### src/design/pmr_pkg.sv
// Package with register addresses, field positions and reset values of the management map.
package pmr_pkg;
  localparam logic [4:0] ADDR_BASIC_CONTROL      = 5'h00;
  localparam logic [4:0] ADDR_BASIC_STATUS       = 5'h01;
  localparam logic [4:0] ADDR_IDENTIFIER_HIGH    = 5'h02;
  localparam logic [4:0] ADDR_IDENTIFIER_LOW     = 5'h03;
  localparam logic [4:0] ADDR_NEG_ADVERTISE      = 5'h04;
  localparam logic [4:0] ADDR_PARTNER_ABILITY    = 5'h05;
  localparam logic [4:0] ADDR_NEG_EXPANSION      = 5'h06;
  localparam logic [4:0] ADDR_NEG_NEXT_PAGE      = 5'h07;
  localparam logic [4:0] ADDR_PARTNER_NEXT_PAGE  = 5'h08;
  localparam logic [4:0] ADDR_MAC_IF_CONTROL     = 5'h14;
  localparam logic [4:0] ADDR_RX_ERROR_TALLY     = 5'h15;
  localparam logic [4:0] ADDR_IRQ_CONTROL_STATUS = 5'h1b;
  localparam logic [4:0] ADDR_VENDOR_CONTROL_ONE = 5'h1e;
  localparam logic [4:0] ADDR_VENDOR_CONTROL_TWO = 5'h1f;

  // Bit positions within the basic control register.
  localparam int BIT_SOFT_RESET    = 15;
  localparam int BIT_LOOPBACK      = 14;
  localparam int BIT_SPEED         = 13;
  localparam int BIT_NEG_ENABLE    = 12;
  localparam int BIT_POWER_DOWN    = 11;
  localparam int BIT_ISOLATE       = 10;
  localparam int BIT_RESTART_NEG   = 9;
  localparam int BIT_DUPLEX        = 8;
  localparam int BIT_COL_TEST      = 7;
  localparam int BIT_TX_DISABLE    = 0;

  // Writable bits of the basic control register; reserved bits 6:1 excluded.
  localparam logic [15:0] CTRL_WRITE_MASK  = 16'hff81;
  // Reset value of the plain writable registers.
  localparam logic [15:0] PLAIN_RESET      = 16'h0000;
  // Arbitrary neutral identity values.
  localparam logic [15:0] ID_HIGH_VALUE    = 16'h1234;
  localparam logic [15:0] ID_LOW_VALUE     = 16'h5670;
  // Fixed status content: abilities, preamble suppression, negotiation ability, extended.
  localparam logic [15:0] STATUS_FIXED     = 16'h7849;
  localparam int          STATUS_NEG_DONE  = 5;
  localparam int          STATUS_LINK      = 2;
  // Cycles the internal soft reset pulse lasts before the bit self-clears.
  localparam int          SOFT_RESET_CYCLES = 4;
endpackage

### src/design/pmr_strap_latch.sv
// Strap capture that holds the pin levels seen during the hardware reset.
`timescale 1ns/1ns
module pmr_strap_latch
  import pmr_pkg::*;
(
  input  wire logic mclk,
  input  wire logic reset_req,
  input  wire logic speed_strap,
  input  wire logic autoneg_strap_input,
  input  wire logic isolate_strap,
  input  wire logic duplex_strap,
  output logic      speed_def,
  output logic      neg_def,
  output logic      iso_def,
  output logic      dup_def
);
  logic [3:0] strap_ff;

  // Pin levels are captured while the hardware reset is held, so a later soft reset reloads
  // the power-up straps even if a board reuses those pins afterwards.
  always_ff @(posedge mclk)
  begin
    if (reset_req)
      strap_ff <= {speed_strap, autoneg_strap_input, isolate_strap, duplex_strap};
  end

  // Pins pass straight through during the hardware reset, so its first edge already sees them.
  always_comb
  begin
    if (reset_req)
    begin
      speed_def = speed_strap;
      neg_def   = autoneg_strap_input;
      iso_def   = isolate_strap;
      dup_def   = ~duplex_strap;     // RULE_06
    end
    else
    begin
      speed_def = strap_ff[3];
      neg_def   = strap_ff[2];
      iso_def   = strap_ff[1];
      dup_def   = ~strap_ff[0];      // RULE_06
    end
  end
endmodule

### src/design/pmr_sc_pulse.sv
// Counter that stretches a soft reset request into a fixed length pulse.
`timescale 1ns/1ns
module pmr_sc_pulse
  import pmr_pkg::*;
#(
  parameter int CYCLES = SOFT_RESET_CYCLES
)
(
  input  wire logic mclk,
  input  wire logic srst,
  input  wire logic start,
  output logic      busy
);
  // Refuse pulse lengths that the eight-bit counter cannot hold.
  if (CYCLES < 1 || CYCLES > 255)
  begin
    $error("CYCLES out of range");
  end
  logic [7:0] cnt_ff;
  // Counts down after a start; busy holds while nonzero.
  always_ff @(posedge mclk)
  begin
    if (srst)
      cnt_ff <= 8'h00;
    else if (start)
      cnt_ff <= 8'(CYCLES);
    else if (cnt_ff != 8'h00)
      cnt_ff <= cnt_ff - 8'h01;
  end
  assign busy = (cnt_ff != 8'h00);
endmodule

### src/design/pmr_regmap.sv
// Management register map with the basic control register and its mode outputs.
//
// Operation
// RULE_01: Writing one to reset bit starts transceiver reset, bit self-clears.
// RULE_02: Loopback bit routes transmit data back internally; resets to zero.
// RULE_03: Speed bit picks 100 or 10 Mb/s, ignored while negotiation enabled.
// RULE_04: Negotiation enable runs negotiation, outcome overrides manual speed and duplex.
// RULE_05: Speed, negotiation enable and isolate bits load from strap pins.
// RULE_06: Duplex bit resets to the inverse of the duplex strap.
// RULE_07: Power-down bit enters power-down mode; resets to zero.
// RULE_08: Power-down disables everything except the management interface.
// RULE_09: Isolate bit isolates from MAC interface and line transmitter.
// RULE_10: Restart bit restarts negotiation, then self-clears; resets to zero.
// RULE_11: Without negotiation, duplex bit selects full or half duplex.
// RULE_12: Collision test bit enables the collision output test.
// RULE_13: Transmitter disable bit turns the line transmitter off when one.
// RULE_14: Decode the fourteen defined register addresses.
// RULE_15: Gaps between defined registers are reserved.
// RULE_16: Reserved control bits and reserved addresses read zero, ignore writes.
// RULE_17: Software reset returns writable registers to defaults before self-clear.
`timescale 1ns/1ns
module pmr_regmap
  import pmr_pkg::*;
(
  input  wire logic        mclk,
  input  wire logic        srst,
  input  wire logic        reg_wr,
  input  wire logic        reg_rd,
  input  wire logic [4:0]  reg_addr,
  input  wire logic [15:0] reg_wdata,
  output logic [15:0]      reg_rdata,
  input  wire logic        speed_strap,
  input  wire logic        autoneg_strap_input,
  input  wire logic        isolate_strap,
  input  wire logic        duplex_strap,
  input  wire logic        neg_done,
  input  wire logic        neg_speed_100,
  input  wire logic        neg_full_duplex,
  input  wire logic        link_up,
  input  wire logic [15:0] partner_ability,
  input  wire logic [15:0] neg_expansion,
  input  wire logic [15:0] partner_next_page,
  input  wire logic        rx_error_event,
  output logic             phy_reset,
  output logic             neg_enable,
  output logic             neg_restart,
  output logic             speed_100,
  output logic             full_duplex,
  output logic             loopback_en,
  output logic             power_down,
  output logic             func_enable,
  output logic             isolate_en,
  output logic             col_test_en,
  output logic             tx_enable
);
  logic [15:0] ctrl_ff;
  logic [15:0] adv_ff;
  logic [15:0] np_ff;
  logic [15:0] mac_ctl_ff;
  logic [15:0] err_cnt_ff;
  logic [15:0] irq_ff;
  logic [15:0] vc1_ff;
  logic [15:0] vc2_ff;
  logic        restart_ff;
  logic        speed_def;
  logic        neg_def;
  logic        iso_def;
  logic        dup_def;
  logic        soft_start;
  logic        soft_busy;
  logic        any_reset;

  // Helper decoding a write to one address.
  function automatic logic wr_hit(input logic [4:0] a);
    return reg_wr && (reg_addr == a);
  endfunction

  pmr_strap_latch u_strap (
    .mclk                (mclk),
    .reset_req           (srst),
    .speed_strap         (speed_strap),
    .autoneg_strap_input (autoneg_strap_input),
    .isolate_strap       (isolate_strap),
    .duplex_strap        (duplex_strap),
    .speed_def           (speed_def),
    .neg_def             (neg_def),
    .iso_def             (iso_def),
    .dup_def             (dup_def)
  );

  // A one written to the reset bit launches the internal reset pulse.
  assign soft_start = wr_hit(ADDR_BASIC_CONTROL) && reg_wdata[BIT_SOFT_RESET];  // RULE_01

  pmr_sc_pulse #(.CYCLES(SOFT_RESET_CYCLES)) u_pulse (
    .mclk  (mclk),
    .srst  (srst),
    .start (soft_start),
    .busy  (soft_busy)
  );

  // Registers reload during the whole pulse, so defaults are in place before self-clear.
  assign any_reset = srst || soft_busy;  // RULE_17

  // Basic control register; strap defaults loaded on every reset.
  always_ff @(posedge mclk)
  begin
    if (any_reset)
    begin
      ctrl_ff                 <= PLAIN_RESET;
      ctrl_ff[BIT_SPEED]      <= speed_def;  // RULE_05
      ctrl_ff[BIT_NEG_ENABLE] <= neg_def;    // RULE_05
      ctrl_ff[BIT_ISOLATE]    <= iso_def;    // RULE_05
      ctrl_ff[BIT_DUPLEX]     <= dup_def;    // RULE_06
      // The reset bit is not stored; it reads the pulse counter and so clears with the pulse.
    end
    else if (wr_hit(ADDR_BASIC_CONTROL))
    begin
      // Reserved bits are masked off; self-clearing bits do not store here.
      ctrl_ff                  <= reg_wdata & CTRL_WRITE_MASK;  // RULE_16
      ctrl_ff[BIT_SOFT_RESET]  <= 1'b0;
      ctrl_ff[BIT_RESTART_NEG] <= 1'b0;
    end
  end

  // Restart pulse reads back as one for a single cycle, then self-clears.
  always_ff @(posedge mclk)
  begin
    if (any_reset)
      restart_ff <= 1'b0;
    else
      restart_ff <= wr_hit(ADDR_BASIC_CONTROL) && reg_wdata[BIT_RESTART_NEG];  // RULE_10
  end

  // Other writable registers, kept as plain storage.
  always_ff @(posedge mclk)
  begin
    if (any_reset)
    begin
      adv_ff     <= PLAIN_RESET;
      np_ff      <= PLAIN_RESET;
      mac_ctl_ff <= PLAIN_RESET;
      irq_ff     <= PLAIN_RESET;
      vc1_ff     <= PLAIN_RESET;
      vc2_ff     <= PLAIN_RESET;
    end
    else
    begin
      if (wr_hit(ADDR_NEG_ADVERTISE))
        adv_ff <= reg_wdata;
      if (wr_hit(ADDR_NEG_NEXT_PAGE))
        np_ff <= reg_wdata;
      if (wr_hit(ADDR_MAC_IF_CONTROL))
        mac_ctl_ff <= reg_wdata;
      if (wr_hit(ADDR_IRQ_CONTROL_STATUS))
        irq_ff <= reg_wdata;
      if (wr_hit(ADDR_VENDOR_CONTROL_ONE))
        vc1_ff <= reg_wdata;
      if (wr_hit(ADDR_VENDOR_CONTROL_TWO))
        vc2_ff <= reg_wdata;
    end
  end

  // Receive error tally saturates rather than wrapping, and counting stops in power-down.
  always_ff @(posedge mclk)
  begin
    if (any_reset)
      err_cnt_ff <= PLAIN_RESET;
    else if (rx_error_event && func_enable && err_cnt_ff != 16'hffff)
      err_cnt_ff <= err_cnt_ff + 16'h0001;
  end

  // Read data is registered; reserved addresses return zero.
  always_ff @(posedge mclk)
  begin
    if (srst)
      reg_rdata <= 16'h0000;
    else if (reg_rd)
    begin
      case (reg_addr)  // RULE_14
        ADDR_BASIC_CONTROL:
          reg_rdata <= {soft_busy, ctrl_ff[14:10], restart_ff, ctrl_ff[8:0]};  // RULE_01
        ADDR_BASIC_STATUS:
        begin
          reg_rdata                  <= STATUS_FIXED;
          reg_rdata[STATUS_NEG_DONE] <= neg_done;
          reg_rdata[STATUS_LINK]     <= link_up;
        end
        ADDR_IDENTIFIER_HIGH:    reg_rdata <= ID_HIGH_VALUE;
        ADDR_IDENTIFIER_LOW:     reg_rdata <= ID_LOW_VALUE;
        ADDR_NEG_ADVERTISE:      reg_rdata <= adv_ff;
        ADDR_PARTNER_ABILITY:    reg_rdata <= partner_ability;
        ADDR_NEG_EXPANSION:      reg_rdata <= neg_expansion;
        ADDR_NEG_NEXT_PAGE:      reg_rdata <= np_ff;
        ADDR_PARTNER_NEXT_PAGE:  reg_rdata <= partner_next_page;
        ADDR_MAC_IF_CONTROL:     reg_rdata <= mac_ctl_ff;
        ADDR_RX_ERROR_TALLY:     reg_rdata <= err_cnt_ff;
        ADDR_IRQ_CONTROL_STATUS: reg_rdata <= irq_ff;
        ADDR_VENDOR_CONTROL_ONE: reg_rdata <= vc1_ff;
        ADDR_VENDOR_CONTROL_TWO: reg_rdata <= vc2_ff;
        default:                 reg_rdata <= 16'h0000;  // RULE_15
      endcase
    end
  end

  // Mode outputs; the management port above keeps working in power-down.
  always_comb
  begin
    phy_reset   = soft_busy;                                      // RULE_01
    neg_enable  = ctrl_ff[BIT_NEG_ENABLE] && !ctrl_ff[BIT_POWER_DOWN];  // RULE_04
    neg_restart = restart_ff;                                     // RULE_10
    // Negotiated outcome wins while enabled; manual bits apply otherwise.
    speed_100   = ctrl_ff[BIT_NEG_ENABLE] ? neg_speed_100 : ctrl_ff[BIT_SPEED];  // RULE_03
    full_duplex = ctrl_ff[BIT_NEG_ENABLE] ? neg_full_duplex
                                          : ctrl_ff[BIT_DUPLEX];  // RULE_11
    loopback_en = ctrl_ff[BIT_LOOPBACK];                          // RULE_02
    power_down  = ctrl_ff[BIT_POWER_DOWN];                        // RULE_07
    func_enable = !ctrl_ff[BIT_POWER_DOWN];                       // RULE_08
    isolate_en  = ctrl_ff[BIT_ISOLATE];                           // RULE_09
    col_test_en = ctrl_ff[BIT_COL_TEST];                          // RULE_12
    tx_enable   = !ctrl_ff[BIT_TX_DISABLE] && !ctrl_ff[BIT_POWER_DOWN]
                  && !ctrl_ff[BIT_ISOLATE];                       // RULE_13
  end
endmodule

### config.mk
export PLATFORM = sky130hd
export DESIGN_NAME = pmr_regmap
export DESIGN_NICKNAME = d
export VERILOG_FILES = /design/src/design/pmr_pkg.sv /design/src/design/pmr_strap_latch.sv /design/src/design/pmr_sc_pulse.sv /design/src/design/pmr_regmap.sv
export SDC_FILE = /design/constraint.sdc
export NUM_CORES = 1
export LEC_CHECK = 0
export BUFFER_PORTS_ARGS = -buffer_cell sky130_fd_sc_hd__buf_2
export CORE_UTILIZATION = 55
export DETAILED_ROUTE_END_ITERATION = 8
export PLACE_DENSITY = 0.76
export REMOVE_ABC_BUFFERS = 1
export SYNTH_ARGS = -nofsm -noshare
export SYNTH_HDL_FRONTEND = slang
export SYNTH_SLANG_ARGS = --single-unit
### constraint.sdc
create_clock -name mclk -period 3 [get_ports mclk]
set_clock_uncertainty 0.1 [all_clocks]
set_input_delay 0.45 -clock mclk [delete_from_list [all_inputs] [get_ports mclk]]
set_output_delay 0.45 -clock mclk [all_outputs]
set_load 0.05 [all_outputs]
Word-level counts from Yosys, hierarchy flattened. Cells that the tools add are included.

Input bits: 82. Bits in registers: 149. Word-level logic and storage cells: 66.

Equal/unequal tests: 14. Reduce and logical (&&, ||, !) cells: 23. Bitwise logic cells: 2. Add/subtract/negate cells: 2. Mux-type cells: 11.

Operator list (number): $pmux 16 s14 (1); $mux 14 (2); $eq 5x5->1 const B (5); $eq 5x3->1 const B (4); $add 16x1->16 const B (1); $ne 16x16->1 const B (1); $logic_and 1x1->1 (14); $eq 5x2->1 const B (2); $reduce_bool 8->1 (1); $sub 8x1->8 const B (1); $mux 1 (6); $mux 3 (2); $eq 5x1->1 const B (1); $eq 5x4->1 const B (1); $logic_not 5->1 (1); $reduce_bool 2->1 (2); $logic_not 1->1 (3); $not 1->1 (2); $reduce_or 2->1 (1); $logic_or 1x1->1 (1).

Logic depth before layout (Yosys ltp).
Depth after elaboration: 4. Gate-level depth with buffers: 9. Mapped depth without buffers: 7.

Cells and area by module. A second synthesis with hierarchy kept.

Cell total of the unflattened synthesis: 855. Area total of the unflattened synthesis: 7099.3 µm².

Modules (own cells, without submodules): pmr_regmap (area each 6522.5 µm², times used 1, cells an instance 799); pmr_sc_pulse (area each 412.9 µm², times used 1, cells an instance 48); pmr_strap_latch (area each 163.9 µm², times used 1, cells an instance 8).

Least setup slack after synthesis. Ideal clock, no wire load.

Kind: reg2reg. Start point: register u_pulse.cnt_ff[2]. End point: register reg_rdata[15]. Data required time: 2.763 ns. Data arrival time: 2.129 ns. Buffers on the path: 1. Cell stages (with the launch flop): 8. Clock period less this slack: 2.365 ns. Setup slack: 0.635 ns. Cell sequence: dfxtp_1 -> nor4_1 -> and3_1 -> buf_2 -> clkinv_1 -> a22o_1 -> a221oi_1 -> a221oi_2.

Cells in the longest elaborated chain, start to end: 2.

Ends and longest elaborated chain: from (decl) (line pmr_sc_pulse.sv:19) `logic [7:0] cnt_ff;`; from (signal assigned) (line pmr_sc_pulse.sv:26) `cnt_ff <= 8'(CYCLES);`; from (signal assigned) (line pmr_sc_pulse.sv:28) `cnt_ff <= cnt_ff - 8'h01;`; $reduce_bool 8->1 (line pmr_sc_pulse.sv:30) `assign busy = (cnt_ff != 8'h00);`; net phy_reset (line pmr_regmap.sv:44) `output logic phy_reset,`; $pmux 16 s14 (line pmr_regmap.sv:179) `case (reg_addr)`; to (signal assigned) (line pmr_regmap.sv:181) `reg_rdata <= {soft_busy, ctrl_ff[14:10], restart_ff, ctrl_ff[8:0]};`; to (signal, indexed assignment) (line pmr_regmap.sv:185) `reg_rdata[STATUS_NEG_DONE] <= neg_done;`; to (signal, indexed assignment) (line pmr_regmap.sv:186) `reg_rdata[STATUS_LINK] <= link_up;`; to (decl) (line pmr_regmap.sv:31) `output logic [15:0] reg_rdata,`.

The timed path passes the listed nets, and every way through them passes these cells. A chain may end at the register's enable or synchronous reset.

Worst setup path in the final report.
Start point: register u_pulse.cnt_ff[2]. End point: output phy_reset.

Cells in the longest elaborated chain, start to end: 1.

Ends and longest elaborated chain (line): $reduce_bool 8->1 (pmr_sc_pulse.sv:30); to (decl) (pmr_regmap.sv:44).

No other way between the ends.

==> qor.txt <==
Synth Area in Adders - 0.542%
IO Port Bufs - 108
Deepest clock path buffer count - 2
Netlist cell types - 59
Total GRT Usage - 36.8%
Fin area - 0.00826 mm^2
Slew @ Worst Pin - 0.701 ns
Final WL - 23300 um
XOR/XNOR share of the synthesized area - 2.53%
Leakage Power - 0.00279 uW
Tightest Hold Check Type - in -> reg
Switching pwr - 1660 uW
Syn avg cell area - 8.00 um^2
Yosys warning count - 0
Status - finished, final reports clean
R2R depth - 6
TritonCTS clock tree - yes
GPL Wtd Cong - 0.923
Worst setup EP type - output port
Number of synthesized flops with an enable pin - 8
Detail Route Antenna Nets - 0
# Post-CTS Setup Buffers - 0
Final hold violation count - 0
Die W - 114 um
Max Slew Vio Count - 0
Total core area - 0.0122 mm^2
Synth top cells by count - 220 x nand2_1, 141 x dfxtp_1, 125 x a21oi_1
Area leader, netlist - dfxtp_1
CTS Hold Buffers Added - 0
Placed Instance Area - 0.00773 mm^2
Mux contribution to synthesized area - 0.614%
Register area share after synthesis - 44.2%
Post-DP HPWL - 15500 um
DRC Markers - 0
Setup violators final - 0
Die H - 114 um
Layout cells sized above 1 - 19.6%
Worst EP required - 2.45 ns
Largest net degree at the start of global routing - 43
Synthesized area - 0.00693 mm^2
RSZ-0062 raised after global routing - false
Vias/cell - 6.16
Num ports - 109
Initial Util - 57.0%
Die area - 0.0131 mm^2
Count leader, synth - nand2_1
Critical Path Fanout Max - 6
Main combinational cell family by area after synthesis - simple AND/OR/NAND/NOR gates
Achievable Freq - 0.397 GHz
Reg clk slew, reported paths - 0.06 ns
Post-Route Setup TNS - 0 ns
Post-cts resize count - 0
Fin crit share - 84.0%
Post-Synth Simple-Gate Area - 26.0%
Synth Flop Type - dfxtp_1
Slew headroom - 53.0%
TritonCTS Sinks - 149
Initial antenna violation count - 0
Post-synth top area share - 40.7%
Antenna diode count - 0
Max Cap Viol - 0
Vias in the first global route - 6574
Total CTS buffers - 17
Cell row count - 40
Area Overhead vs Synth - 19.2%
Combinational Power Share - 20.6%
Drt first-iter violations - 853
Vias - 7079
Peak VDD IR - 497 uV
Fin crit period - 2.52 ns
Switch share - 32.0%
Clock power frac - 37.5%
Arrival time worst endpoint - 1.97 ns
Grt ovf - 0
Critical path launch point type - register
Util after Layout - 68.0%
Final #Nets - 1054
Synth area leaders - dfxtp_1 41%, nand2_1 12%, a21oi_1 9.0%
Post-synthesis sequential element count - 149
Layout fillers - 1059
Clk_lat worst skew - 0.43 ns
CTS root buf - clkbuf_16
Critical path class - reg -> out
Synth Area in Compound Gates - 21.9%
Sequential share of power - 41.9%
First-pass GRT wire length - 35700 um
Wire length per cell - 20.3 um
PD cells - 626 mW/mm^2
Hold Path Depth - 1
Number of cells produced by synthesis - 866
H-tree Lvls - 4
Int Pwr - 3520 uW
Ys async rst share - 0%
Pre-antenna DRT Iters - 6
## cell families (layout without fill, tap and decap cells)
kind of cell	count (synthesis)	count (layout)
AOI/OAI and AO/OA	240	240
xor gates and xnor gates	20	20
adders and majority gates	3	3
buffers and inverters	69	184
DFF	149	149
muxes	4	4
and+or+nand+nor	381	381
## power groups by stage
stage | registers [uW] | clock network [uW] | logic [uW]
6_report | 2170 | 1940 | 1070
2_1_floorplan | 2210 | 0 | 613
4_1_cts | 2170 | 1950 | 1060
5_1_grt | 2170 | 2040 | 1150
3_3_place_gp | 2210 | 0 | 1050
3_5_place_dp | 2210 | 0 | 1050
## layer usage
| metal | share of wire, % | global-route usage [%] | wire length (um) |
|---|---|---|---|
| met1 | 40 | 48.5 | 9300 |
| met2 | 45 | 57.0 | 10400 |
| met3 | 11 | 8.21 | 2630 |
| met4 | 3.8 | 18.3 | 887 |
| met5 | 0 | 0 | 0 |
## final cells by class
class,count,area [um^2],area share [%]
flip-flops and latches,149,3060,37.1
clock buffers,20,457,5.53
repair buffers,146,838,10.1
inverters,7,26.3,0.318
clock inverters,11,78.8,0.954
multi-input cells,648,3590,43.5
well taps,168,210,2.54
## registers in the layout, summed over array words and instances (netlist names)
| name | count |
|---|---|
| adv_ff | 16 |
| ctrl_ff | 8 |
| err_cnt_ff | 16 |
| np_ff | 16 |
| vc1_ff | 16 |
| u_strap.strap_ff | 4 |
| u_pulse.cnt_ff | 8 |
| vc2_ff | 16 |
| neg_restart | 1 |
| reg_rdata | 16 |
| mac_ctl_ff | 16 |
| irq_ff | 16 |
## worst max-delay path: stages (launching register included)
cell and delay (ns):
dfxtp_1 0.34, nor4_1 0.45, and3_1 0.27, clkinv_1 0.21, buf_2 0.28
## through the flow
step | power (uW) | cells | hold WS (ns) | setup slack, ns
after detailed placement | 3260 | 1118 | 0.345 | 0.392
final | 5180 | 1149 | 0.111 | 0.481
after global placement | 3260 | 1118 | 0.341 | 0.367
after CTS | 5170 | 1149 | 0.104 | 0.489
after global routing | 5360 | 1149 | 0.106 | 0.299
after floorplan | 2820 | 804 | 0.332 | -0.163
## worst paths after layout
path                                   end                            from  slack (ns)
min          u_strap.strap_ff[3]$_DFFE_PP_                     speed_strap        0.11
min reg2reg         irq_ff[2]$_SDFFE_PN0P_          irq_ff[2]$_SDFFE_PN0P_        0.35
max reg2reg         vc1_ff[0]$_SDFFE_PN0P_  u_pulse.cnt_ff[2]$_SDFFE_PP0P_        0.86
max                              phy_reset  u_pulse.cnt_ff[2]$_SDFFE_PP0P_        0.48
## cells in the final DEF (no fill, tap or decap), drive strengths merged, types with 10 or more instances in the layout
master,instances
nor3,10
nor2,38
a221oi,20
and3,12
nand4,13
buf,146
a22oi,46
nand3,25
clkbuf,20
nand2,221
o21ai,13
nand2b,20
dfxtp,141
a21oi,125
xnor2,18
No activity file was read; power rests on OpenSTA's default activity.
